File: src/rtl/eag_pkg.sv
// Constants, types and helper functions of the effective address generator
package eag_pkg;
	localparam int ADDR_W = 32;
	localparam int VA_W = 40;
	localparam int PID_W = 8;
	localparam int EPN_W = 22;
	localparam int PAGE_SH = 10;
	localparam int SIZE_W = 3;
	localparam int IMM_W = 16;
	localparam int DISP_W = 26;
	localparam int RBASE_W = 5;
	localparam int TLB_IDX_W = 3;
	localparam int BUS_AW = 8;
	localparam logic [ADDR_W-1:0] INSN_BYTES = 32'h00000004;
	localparam logic [ADDR_W-1:0] WORD_ALIGN = 32'hFFFFFFFC;
	localparam logic [BUS_AW-1:0] REG_MACHINE_STATE = 8'h00;
	localparam logic [BUS_AW-1:0] REG_PROCESS_ID = 8'h04;
	localparam logic [BUS_AW-1:0] REG_TLB_INDEX = 8'h08;
	localparam logic [BUS_AW-1:0] REG_TLB_TAG = 8'h0C;
	localparam logic [BUS_AW-1:0] REG_TLB_DATA = 8'h10;
	localparam logic [BUS_AW-1:0] REG_TLB_RD_TAG = 8'h14;
	localparam logic [BUS_AW-1:0] REG_TLB_RD_DATA = 8'h18;
	localparam logic [BUS_AW-1:0] REG_STATUS = 8'h1C;
	localparam logic [BUS_AW-1:0] REG_MISS_ADDR = 8'h20;
	localparam int MSR_FETCH_BIT = 0;
	localparam int MSR_DATA_BIT = 1;
	localparam int MSR_USER_BIT = 2;
	localparam logic MSR_USER_RST = 1'b0;
	localparam logic MSR_RELOC_RST = 1'b0;
	localparam int TAG_VALID_BIT = 31;
	localparam int TAG_SIZE_LSB = 22;
	localparam int DATA_TID_LSB = 22;
	localparam int ST_MISS_BIT = 0;
	localparam int ST_PRIV_BIT = 1;
	typedef enum logic [1:0] {DF_BASE, DF_BASE_IMM, DF_BASE_INDEX} eag_data_form_e;
	typedef enum logic [2:0] {FF_SEQ, FF_REL, FF_ABS, FF_LINK, FF_COUNT} eag_fetch_form_e;
	typedef struct packed {
		logic valid;
		logic [SIZE_W-1:0] size;
		logic [EPN_W-1:0] epn;
		logic [PID_W-1:0] tid;
		logic [EPN_W-1:0] rpn;
	} eag_tlb_entry_s;

	// Carry out of the top bit is dropped, so addresses wrap to zero
	function automatic logic [ADDR_W-1:0] ea_add(input logic [ADDR_W-1:0] a, input logic [ADDR_W-1:0] b);
		ea_add = a + b;
	endfunction

	function automatic logic [ADDR_W-1:0] sext_imm(input logic [IMM_W-1:0] v);
		sext_imm = {{(ADDR_W-IMM_W){v[IMM_W-1]}}, v};
	endfunction

	function automatic logic [ADDR_W-1:0] sext_disp(input logic [DISP_W-1:0] v);
		sext_disp = {{(ADDR_W-DISP_W){v[DISP_W-1]}}, v};
	endfunction

	// Page size grows by four per size step, starting at 1 KB
	function automatic logic [EPN_W-1:0] page_mask(input logic [SIZE_W-1:0] s);
		page_mask = ~((22'h000001 << {s, 1'b0}) - 22'h000001);
	endfunction

	function automatic logic tlb_match(input eag_tlb_entry_s e, input logic [PID_W-1:0] pid,
		input logic [ADDR_W-1:0] ea);
		tlb_match = e.valid && (e.tid == '0 || e.tid == pid) &&
			((ea[ADDR_W-1:PAGE_SH] & page_mask(e.size)) == (e.epn & page_mask(e.size)));
	endfunction

	function automatic logic [ADDR_W-1:0] tlb_phys(input eag_tlb_entry_s e, input logic [ADDR_W-1:0] ea);
		logic [EPN_W-1:0] m;
		m = page_mask(e.size);
		tlb_phys = {(e.rpn & m) | (ea[ADDR_W-1:PAGE_SH] & ~m), ea[PAGE_SH-1:0]};
	endfunction

	function automatic logic [31:0] be_merge(input logic [31:0] old, input logic [31:0] nw, input logic [3:0] be);
		for (int i = 0; i < 4; i++)
		begin
			be_merge[i*8 +: 8] = be[i] ? nw[i*8 +: 8] : old[i*8 +: 8];
		end
	endfunction
endpackage

File: src/rtl/eag_tlb.sv
// Software-loaded translation buffer with a registered read port
`timescale 1ns/10ps
module eag_tlb
#(
	parameter int IDX_W = eag_pkg::TLB_IDX_W
)
(
	input wire logic clk,
	input wire logic rst,
	input wire logic ce,
	input wire logic wr_en,
	input wire logic [IDX_W-1:0] wr_index,
	input wire eag_pkg::eag_tlb_entry_s wr_entry,
	input wire logic [IDX_W-1:0] rd_index,
	output eag_pkg::eag_tlb_entry_s rd_entry,
	input wire logic [eag_pkg::PID_W-1:0] lk_pid,
	input wire logic [eag_pkg::ADDR_W-1:0] lk_ea,
	output logic lk_hit,
	output logic [eag_pkg::ADDR_W-1:0] lk_pa
);
	import eag_pkg::*;
	localparam int ENTRIES = 1 << IDX_W;
	typedef struct packed {
		eag_tlb_entry_s [ENTRIES-1:0] ent;
		eag_tlb_entry_s rd;
	} eag_tlb_state_s;
	eag_tlb_state_s st_r;
	eag_tlb_state_s st_nxt;

	// Read port follows the written value so readback never shows a stale entry
	always_comb
	begin
		st_nxt = st_r;
		if (wr_en)
		begin
			st_nxt.ent[wr_index] = wr_entry;
		end
		st_nxt.rd = st_nxt.ent[rd_index];
	end

	always_ff @(posedge clk or posedge rst)
	begin
		if (rst)
			st_r <= '0;
		else if (ce)
			st_r <= st_nxt;
	end

	// Lowest matching entry wins; a miss is left to software, no table walk
	always_comb
	begin
		lk_hit = 1'b0;
		lk_pa = '0;
		for (int i = 0; i < ENTRIES; i++)
		begin
			if (!lk_hit && tlb_match(st_r.ent[i], lk_pid, lk_ea))
			begin
				lk_hit = 1'b1;
				lk_pa = tlb_phys(st_r.ent[i], lk_ea);
			end
		end
	end

	assign rd_entry = st_r.rd;
endmodule

File: src/rtl/eag_top.sv
// Effective address generator with relocation select, privilege check and register slave
// What this block does
// - Addresses are 32-bit unsigned binary sums
// - Base field zero means base value zero
// - Data forms: base, base+immediate, base+index
// - Sequential fetch is current address plus four
// - Branch: relative, absolute, link or count register
// - Branch targets have low two bits cleared
// - Carry out of top bit is dropped
// - Physical address presented is 32 bits wide
// - Virtual address is 40 bits wide
// - Fetch relocate bit selects real or virtual fetch
// - Data relocate bit selects real or virtual data
// - Fetch and data relocation chosen independently
// - No hardware page walk; software loads buffer
// - Variable pages, no segment or block translation
// - User mode restricts registers and instructions
// - User bit set means user; reset clears it
// - Privileged operation in user mode raises fault
// - Real mode passes effective address unchanged
//
// Design decisions made here: the register offsets and the Avalon-MM slave port.
`timescale 1ns/10ps
module eag_top
#(
	parameter int TLB_IDX = eag_pkg::TLB_IDX_W
)
(
	input wire logic SYS_CLK,
	input wire logic RST,
	input wire logic CE,
	input wire logic [eag_pkg::BUS_AW-1:0] AVS_ADDRESS,
	input wire logic AVS_READ,
	input wire logic AVS_WRITE,
	input wire logic [31:0] AVS_WRITEDATA,
	input wire logic [3:0] AVS_BYTEENABLE,
	output logic [31:0] AVS_READDATA,
	output logic AVS_WAITREQUEST,
	input wire logic REQ_VALID,
	input wire logic REQ_IS_FETCH,
	input wire logic REQ_PRIVILEGED,
	input wire eag_pkg::eag_data_form_e DATA_FORM,
	input wire eag_pkg::eag_fetch_form_e FETCH_FORM,
	input wire logic [eag_pkg::RBASE_W-1:0] BASE_REG_FIELD,
	input wire logic [eag_pkg::ADDR_W-1:0] BASE_REG_VALUE,
	input wire logic [eag_pkg::ADDR_W-1:0] INDEX_REG_VALUE,
	input wire logic [eag_pkg::IMM_W-1:0] IMM_OFFSET,
	input wire logic [eag_pkg::DISP_W-1:0] BRANCH_DISP,
	input wire logic [eag_pkg::ADDR_W-1:0] CURRENT_FETCH_ADDRESS,
	input wire logic [eag_pkg::ADDR_W-1:0] LINK_RETURN_REGISTER,
	input wire logic [eag_pkg::ADDR_W-1:0] LOOP_COUNT_REGISTER,
	output logic ADDR_VALID,
	output logic ADDR_IS_FETCH,
	output logic [eag_pkg::ADDR_W-1:0] EFFECTIVE_ADDRESS,
	output logic [eag_pkg::VA_W-1:0] VIRTUAL_ADDRESS,
	output logic [eag_pkg::ADDR_W-1:0] PHYSICAL_ADDRESS,
	output logic TRANSLATED,
	output logic TLB_MISS,
	output logic PRIV_FAULT,
	output logic USER_MODE,
	output logic FETCH_RELOCATE,
	output logic DATA_RELOCATE
);
	import eag_pkg::*;

	typedef struct packed {
		logic fetch_relocate_bit;
		logic data_relocate_bit;
		logic user_mode_bit;
		logic [PID_W-1:0] pid;
		logic [TLB_IDX-1:0] tlb_index;
		logic [31:0] tlb_tag;
		logic bus_ack;
		logic [31:0] rdata;
		logic out_valid;
		logic out_fetch;
		logic [ADDR_W-1:0] ea;
		logic [VA_W-1:0] va;
		logic [ADDR_W-1:0] pa;
		logic translated;
		logic miss;
		logic priv_fault;
		logic miss_sticky;
		logic priv_sticky;
		logic [ADDR_W-1:0] miss_addr;
	} eag_state_s;

	eag_state_s st_r;
	eag_state_s st_nxt;
	logic [ADDR_W-1:0] base;
	logic [ADDR_W-1:0] data_ea;
	logic [ADDR_W-1:0] fetch_ea;
	logic [ADDR_W-1:0] req_ea;
	logic reloc;
	logic fault;
	logic lk_hit;
	logic [ADDR_W-1:0] lk_pa;
	logic bus_req;
	logic bus_done;
	logic [31:0] rd_img;
	logic [31:0] wv;
	logic tlb_we;
	eag_tlb_entry_s tlb_wr;
	eag_tlb_entry_s tlb_rd;

	// Address arithmetic: every sum on either path is a full 32-bit add, wrap on overflow
	always_comb
	begin
		base = (BASE_REG_FIELD == '0) ? '0 : BASE_REG_VALUE;
		case (DATA_FORM)
			DF_BASE: data_ea = base;
			DF_BASE_IMM: data_ea = ea_add(base, sext_imm(IMM_OFFSET));
			DF_BASE_INDEX: data_ea = ea_add(base, INDEX_REG_VALUE);
			default: data_ea = base;
		endcase
		case (FETCH_FORM)
			FF_SEQ: fetch_ea = ea_add(CURRENT_FETCH_ADDRESS, INSN_BYTES);
			FF_REL: fetch_ea = ea_add(CURRENT_FETCH_ADDRESS, sext_disp(BRANCH_DISP)) & WORD_ALIGN;
			FF_ABS: fetch_ea = sext_disp(BRANCH_DISP) & WORD_ALIGN;
			FF_LINK: fetch_ea = LINK_RETURN_REGISTER & WORD_ALIGN;
			FF_COUNT: fetch_ea = LOOP_COUNT_REGISTER & WORD_ALIGN;
			default: fetch_ea = ea_add(CURRENT_FETCH_ADDRESS, INSN_BYTES);
		endcase
		req_ea = REQ_IS_FETCH ? fetch_ea : data_ea;
		// Each access kind looks only at its own relocate bit
		reloc = REQ_IS_FETCH ? st_r.fetch_relocate_bit : st_r.data_relocate_bit;
		fault = REQ_PRIVILEGED && st_r.user_mode_bit;
	end

	eag_tlb #(
		.IDX_W(TLB_IDX)
	) u_tlb (
		.clk(SYS_CLK),
		.rst(RST),
		.ce(CE),
		.wr_en(tlb_we),
		.wr_index(st_r.tlb_index),
		.wr_entry(tlb_wr),
		.rd_index(st_nxt.tlb_index),
		.rd_entry(tlb_rd),
		.lk_pid(st_r.pid),
		.lk_ea(req_ea),
		.lk_hit(lk_hit),
		.lk_pa(lk_pa)
	);

	// Register image; read data is latched in the wait cycle and stands while waitrequest is low
	always_comb
	begin
		case (AVS_ADDRESS)
			REG_MACHINE_STATE: rd_img = {29'h0, st_r.user_mode_bit, st_r.data_relocate_bit, st_r.fetch_relocate_bit};
			REG_PROCESS_ID: rd_img = {24'h0, st_r.pid};
			REG_TLB_INDEX: rd_img = {{(32-TLB_IDX){1'b0}}, st_r.tlb_index};
			REG_TLB_TAG: rd_img = st_r.tlb_tag;
			REG_TLB_RD_TAG: rd_img = {tlb_rd.valid, 6'h00, tlb_rd.size, tlb_rd.epn};
			REG_TLB_RD_DATA: rd_img = {2'h0, tlb_rd.tid, tlb_rd.rpn};
			REG_STATUS: rd_img = {30'h0, st_r.priv_sticky, st_r.miss_sticky};
			REG_MISS_ADDR: rd_img = st_r.miss_addr;
			default: rd_img = 32'h00000000;
		endcase
		wv = be_merge(rd_img, AVS_WRITEDATA, AVS_BYTEENABLE);
		tlb_wr.valid = st_r.tlb_tag[TAG_VALID_BIT];
		tlb_wr.size = st_r.tlb_tag[TAG_SIZE_LSB +: SIZE_W];
		tlb_wr.epn = st_r.tlb_tag[EPN_W-1:0];
		tlb_wr.tid = wv[DATA_TID_LSB +: PID_W];
		tlb_wr.rpn = wv[EPN_W-1:0];
	end

	assign bus_req = AVS_READ || AVS_WRITE;
	assign bus_done = bus_req && st_r.bus_ack && CE;
	assign tlb_we = bus_done && AVS_WRITE && AVS_ADDRESS == REG_TLB_DATA;
	assign AVS_WAITREQUEST = bus_req && !(st_r.bus_ack && CE);

	always_comb
	begin
		st_nxt = st_r;
		st_nxt.bus_ack = bus_req && !st_r.bus_ack;
		if (bus_req && !st_r.bus_ack)
		begin
			st_nxt.rdata = rd_img;
		end
		if (bus_done && AVS_WRITE)
		begin
			case (AVS_ADDRESS)
				REG_MACHINE_STATE:
				begin
					st_nxt.fetch_relocate_bit = wv[MSR_FETCH_BIT];
					st_nxt.data_relocate_bit = wv[MSR_DATA_BIT];
					st_nxt.user_mode_bit = wv[MSR_USER_BIT];
				end
				REG_PROCESS_ID: st_nxt.pid = wv[PID_W-1:0];
				REG_TLB_INDEX: st_nxt.tlb_index = wv[TLB_IDX-1:0];
				REG_TLB_TAG: st_nxt.tlb_tag = wv;
				REG_STATUS:
				begin
					if (AVS_BYTEENABLE[0] && AVS_WRITEDATA[ST_MISS_BIT])
						st_nxt.miss_sticky = 1'b0;
					if (AVS_BYTEENABLE[0] && AVS_WRITEDATA[ST_PRIV_BIT])
						st_nxt.priv_sticky = 1'b0;
				end
				default: st_nxt.pid = st_r.pid;
			endcase
		end
		// Result stage: a fault or a miss withholds the address from memory
		st_nxt.out_valid = REQ_VALID && !fault && !(reloc && !lk_hit);
		st_nxt.priv_fault = REQ_VALID && fault;
		st_nxt.miss = REQ_VALID && !fault && reloc && !lk_hit;
		if (REQ_VALID)
		begin
			st_nxt.out_fetch = REQ_IS_FETCH;
			st_nxt.ea = req_ea;
			st_nxt.va = {st_r.pid, req_ea};
			st_nxt.translated = reloc;
			st_nxt.pa = reloc ? (lk_hit ? lk_pa : '0) : req_ea;
		end
		// Set after clear, so an event in the clearing cycle is kept
		if (st_nxt.miss)
		begin
			st_nxt.miss_sticky = 1'b1;
			st_nxt.miss_addr = req_ea;
		end
		if (st_nxt.priv_fault)
			st_nxt.priv_sticky = 1'b1;
	end

	always_ff @(posedge SYS_CLK or posedge RST)
	begin
		if (RST)
		begin
			st_r <= '0;
			st_r.user_mode_bit <= MSR_USER_RST;
			st_r.fetch_relocate_bit <= MSR_RELOC_RST;
			st_r.data_relocate_bit <= MSR_RELOC_RST;
		end
		else if (CE)
			st_r <= st_nxt;
	end

	assign AVS_READDATA = st_r.rdata;
	assign ADDR_VALID = st_r.out_valid;
	assign ADDR_IS_FETCH = st_r.out_fetch;
	assign EFFECTIVE_ADDRESS = st_r.ea;
	assign VIRTUAL_ADDRESS = st_r.va;
	assign PHYSICAL_ADDRESS = st_r.pa;
	assign TRANSLATED = st_r.translated;
	assign TLB_MISS = st_r.miss;
	assign PRIV_FAULT = st_r.priv_fault;
	assign USER_MODE = st_r.user_mode_bit;
	assign FETCH_RELOCATE = st_r.fetch_relocate_bit;
	assign DATA_RELOCATE = st_r.data_relocate_bit;
endmodule

File: config.mk
export PLATFORM = sky130hd
export DESIGN_NAME = eag_top
export DESIGN_NICKNAME = d
export VERILOG_FILES = /design/src/rtl/eag_pkg.sv /design/src/rtl/eag_tlb.sv /design/src/rtl/eag_top.sv
export SDC_FILE = /design/constraint.sdc
export NUM_CORES = 2
export LEC_CHECK = 0
export BUFFER_PORTS_ARGS = -buffer_cell sky130_fd_sc_hd__buf_4
export CAP_MARGIN = 20
export CELL_PAD_IN_SITES_DETAIL_PLACEMENT = 1
export CELL_PAD_IN_SITES_GLOBAL_PLACEMENT = 2
export CORE_UTILIZATION = 37
export CTS_CLUSTER_SIZE = 24
export DETAILED_ROUTE_END_ITERATION = 8
export MAX_ROUTING_LAYER = met4
export PLACE_DENSITY_LB_ADDON = 0.1
export SLEW_MARGIN = 20
export SYNTH_ARGS = -nofsm -noshare
export SYNTH_HDL_FRONTEND = slang
export SYNTH_SLANG_ARGS = --single-unit
File: constraint.sdc
create_clock -name SYS_CLK -period 39.5 [get_ports SYS_CLK]
set_input_delay 11.85 -clock SYS_CLK [delete_from_list [all_inputs] [get_ports SYS_CLK]]
set_output_delay 11.85 -clock SYS_CLK [all_outputs]
set_load 0.02 [all_outputs]
* Word level (Yosys, flattened, before mapping) *
Cells that the tools add are included.
Widths: inputs -> output; s select.

storage, ports and cells
  register bits = 726
  bits of input ports = 264
  logic and storage cells = 301

operators by class
  add/sub/neg operators = 12
  magnitude comparators = 3
  equal/unequal tests = 30
  shifts and indexed selects = 8
  muxes and demuxes = 43
  bitwise gates (word level) = 56
  reductions and logical operators = 85

operator list
  cell                   count
  $and 22x22->22         32
  $bwmux 448             1
  $mux 448               1
  $mux 32                13
  $not 22->22            16
  $pmux 32 s8            1
  $eq 22x22->1           8
  $or 22x22->22          8
  $shl 1x4->22 const A   8
  $sub 22x1->22 const B  8
  $bmux 56 s3            1
  $demux 56 s3           1
  $pmux 32 s4            1
  $mux 56                2
  $add 32x32->32         3
  $logic_not 8->1        9
  $eq 8x8->1             8
  $pmux 32 s2            1
  $logic_and 1x1->1      40
  $mux 35                1
  $add 32x3->32 const B  1
  $eq 8x5->1 const B     4
  $mux 8                 4
  $eq 8x4->1 const B     2
  19 further kinds       63

* Longest topological paths before layout *
  depth in word-level cells = 34
  mapped depth = 29
  depth with buffers taken out = 20

* By module *
A second synthesis with hierarchy kept.

unflattened totals
  cell total of the unflattened synthesis = 4894
  area total of the unflattened synthesis = 45752.6 µm²

by module, submodules not included
  module   instances  cells an instance  area each (µm²)  seq. area each (µm²)
  eag_tlb  1          2993               30314.1          12612.1
  eag_top  1          1901               15438.6          4754.6

* Least setup slack after synthesis *
No wires, ideal clock.

  path type = input to output
  from = input port CE
  to = output port AVS_WAITREQUEST
  arrival = 12.546 ns
  setup slack = 15.104 ns
  stages on the path = 3
  buffers on the path = 2
  cells stage by stage = clkbuf_1 > clkbuf_1 > a21oi_1

between the ends
  longest elaborated chain between the ends = 3

ends and longest elaborated chain
  item               line            source
  from (decl)        eag_top.sv:31   input wire logic CE,
  $logic_and 1x1->1  eag_top.sv:172  assign AVS_WAITREQUEST = bus_req && !(st_r.bus_ack && CE);
  $logic_not 1->1    eag_top.sv:172
  $logic_and 1x1->1  eag_top.sv:172
  to (decl)          eag_top.sv:38   output logic AVS_WAITREQUEST,

No other way between the ends.

* Worst setup path in the final report *
Ends and elaborated chain as after synthesis.

==> impl_metrics.ini <==
[global_routing]
antenna_found_initial = 14
grt_overflow = 0
grt_max_degree = 172
grt_use_total_pct = 41.5
grt_pass1_vias = 47836
grt_pass1_wl_mm = 376

[routing]
ant_nets = 0
wl_mm = 270
drt-initial-drc-count = 5552
wl_per_cell_um = 35.3
vias = 48715
routed_via_density = 6.38
drc = 0
dr.pass1.iters = 6

[worst_setup_path]
cp.arrival_ns = 12.38
cpMaxStageDelayCell = buf_4
start_kind = input port
r2r_cells = 13
required_ns = 27.65
path_class = input port to output pin
cp-end-kind = output pin
path_common_cell = buf_4
critPathMaxStageDelay_ns = 0.24
crit_fanout = 16
crit_chain = buf_4, a21oi_1, buf_4

[sta]
worstMarginPinSlew_ns = 1.33
max_freq_mhz = 41.3
fin_setup_tns_ns = 0
period_share_pct = 61.3
slew_violations = 0
rsz0062_at_grt = false
setup_viol = 0
min_period_ns = 24.23
maxSlewHeadroom_pct = 11.0
hold_viol = 0
worst_clock_skew_ns = 0.0595

[yosys]
ys_warn_count = 0
synth.most_common_cell = nand2_1
synth_fp_nets = 6070
synth_top_area_share_pct = 36.2
synth_seq_cells = 694
yosysTopAreaCell = dfrtp_1
yosysSeqAreaShare_pct = 36.2
synthCells = 5742
synth_edf_count = 0
postSynthAreaPerCell_um2 = 8.36
ys_top_cells_by_count = nand2_1, dfrtp_1, o21ai_0, nor2_1, clkbuf_1
synth_area_leaders = dfrtp_1, nand2_1, o21ai_0
async_reset_ff_share_pct = 100
netlist_area_um2 = 48000
ys_types = 122
ys.flop_type = dfrtp_1

[finish]
multi_input_area_um2 = 28000
nets = 6157
area_growth_pct = 14.5
layout-drive-gt1-share_pct = 17.8
fillCellCount = 15094
final-seq-area_um2 = 17400
final_area_um2 = 54900

[clock_tree]
hold_buffers = 0
cts_tree = built
cts_max_path_buffers = 3
cts_made_buffers = 83
post-cts-setup-buffers = 0
cts_resized = 0
htreeDepth = 3
clock_latency_ns = 0.71
cts-root-buf = clkbuf_16
clkTransAtPathRegs_ns = 0.06
cts.sinks = 694

[floorplan]
io_pins = 409
start_util_pct = 37.4
dieHeight_um = 362
die_w_um = 362
core_area_um2 = 128000
dieArea_um2 = 131000
rows = 131

[place]
place_area_um2 = 51900
routabilityCongestion = 1.09
dp_hpwl_mm = 206
io_buffers = 404

[power_and_ir_drop]
finalPower_w = 0.00213
p_leak_nw = 24.1
ir_worst_vdd_v = 0.0000332
powerDensity_nw_per_um2 = 38.7

[hold_path]
hold_path_class = register to register
min_path_cells = 1

[status]
status = complete, no violations

[flow_run]
max-cap-violations = 0
[final cells by class]
type                    count  area share, %
inverters                  85          0.610
clock buffers             119           4.41
multi-input cells        4436           51.0
flip-flops and latches    694           31.6
repair buffers            529           7.30
clock inverters            34           1.08
diodes                     14         0.0638
well taps                1729           3.94
[per-stage QoR]
| step | hold slack (ns) | setup WS [ns] | util [%] | std cells |
|---|---|---|---|---|
| after floorplan | 0.448 | 8.19 | - | 5742 |
| after global placement | 0.462 | 15.27 | 40.5 | 7472 |
| after detailed placement | 0.469 | 15.26 | 40.5 | 7473 |
| after CTS | 0.485 | 15.26 | 42.8 | 7626 |
| after global routing | 0.497 | 15.25 | 42.9 | 7635 |
| final | 0.485 | 15.27 | 42.9 | 7640 |
[state kept, by name, indices dropped and copies added (netlist names)]
name / flops
USER_MODE: 1
TRANSLATED: 1
ADDR_IS_FETCH: 1
PHYSICAL_ADDRESS: 32
VIRTUAL_ADDRESS: 9
EFFECTIVE_ADDRESS: 31
ADDR_VALID: 1
AVS_READDATA: 32
DATA_RELOCATE: 1
u_tlb.rd_entry: 56
u_tlb.st_r: 448
TLB_MISS: 1
FETCH_RELOCATE: 1
st_r: 78
PRIV_FAULT: 1
[final timing paths]
kind	startpoint	endpoint	slack, ns
max	CE	AVS_WAITREQUEST	15.27
min	u_tlb.rd_entry[23]$_DFFE_PP0P_	u_tlb.rd_entry[23]$_DFFE_PP0P_	0.48
max reg2reg	st_r[217]$_DFFE_PP0P_	PHYSICAL_ADDRESS[18]$_DFFE_PP0P_	32.48
min reg2reg	u_tlb.rd_entry[23]$_DFFE_PP0P_	u_tlb.rd_entry[23]$_DFFE_PP0P_	0.48
max in group asynchronous	RST	u_tlb.st_r[361]$_DFFE_PP0P_	25.42
min in group asynchronous	RST	u_tlb.st_r[257]$_DFFE_PP0P_	11.20
[cells by family (layout without fill, tap and decap cells)]
logic type                 Yosys count  in the layout  synth area share [%]
other                                0             14                     0
AOI/OAI and AO/OA                 1567           1567                  21.0
adders and majority gates           64             64                  1.68
DFF                                694            694                  36.2
xor gates and xnor gates           211            211                  3.85
buffers and inverters              612            767                  6.06
muxes                              321            321                  9.26
and+or+nand+nor                   2273           2273                  22.0
[where the power goes]
group          switching [W]  total (W)  internal, W
clock network       0.000358   0.000862     0.000504
logic               0.000351   0.000506     0.000155
registers          0.0000248   0.000758     0.000733
[routing by layer]
layer / GRT usage, % / wire length, um / up-vias / share of wire (%)
li1: - / - / 20853 / -
met1: 54.2 / 114000 / 25116 / 42
met2: 61.7 / 118000 / 2277 / 44
met3: 8.11 / 22500 / 469 / 8.4
met4: 19.6 / 14900 / 0 / 5.5
met5: - / 0 / - / 0
[critical path: cells and delay by family]
kind / cells / cell delay (ns)
compound gates: 1 / 0.11
buf+inv: 2 / 0.41
[placed cells by master (no fill, tap or decap), drive strengths merged, types with 20 or more instances in the layout]
master / netlist / layout
xor2: 64 / 64
mux4: 76 / 76
o21ai: 648 / 648
nor2b: 26 / 26
o2111ai: 23 / 23
o31ai: 23 / 23
clkbuf: 307 / 119
or3: 52 / 52
and3: 47 / 47
nand2: 1173 / 1173
a211oi: 50 / 50
inv: 82 / 86
nor2: 332 / 332
a31oi: 48 / 48
a221oi: 39 / 39
a2111oi: 33 / 33
and4: 21 / 21
o21a: 25 / 25
nor3: 122 / 122
a22o: 20 / 20
mux2: 150 / 150
a21oi: 271 / 271
buf: 220 / 529
a222oi: 34 / 34
and2: 64 / 64
nor4: 64 / 64
nand3: 127 / 127
a22oi: 28 / 28
ha: 63 / 63
mux2i: 95 / 95
a21o: 56 / 56
or2: 31 / 31
xnor2: 147 / 147
o211ai: 54 / 54
nand2b: 37 / 37
nand4: 93 / 93
dfrtp: 694 / 694
Power figures use the tool's default switching activity.
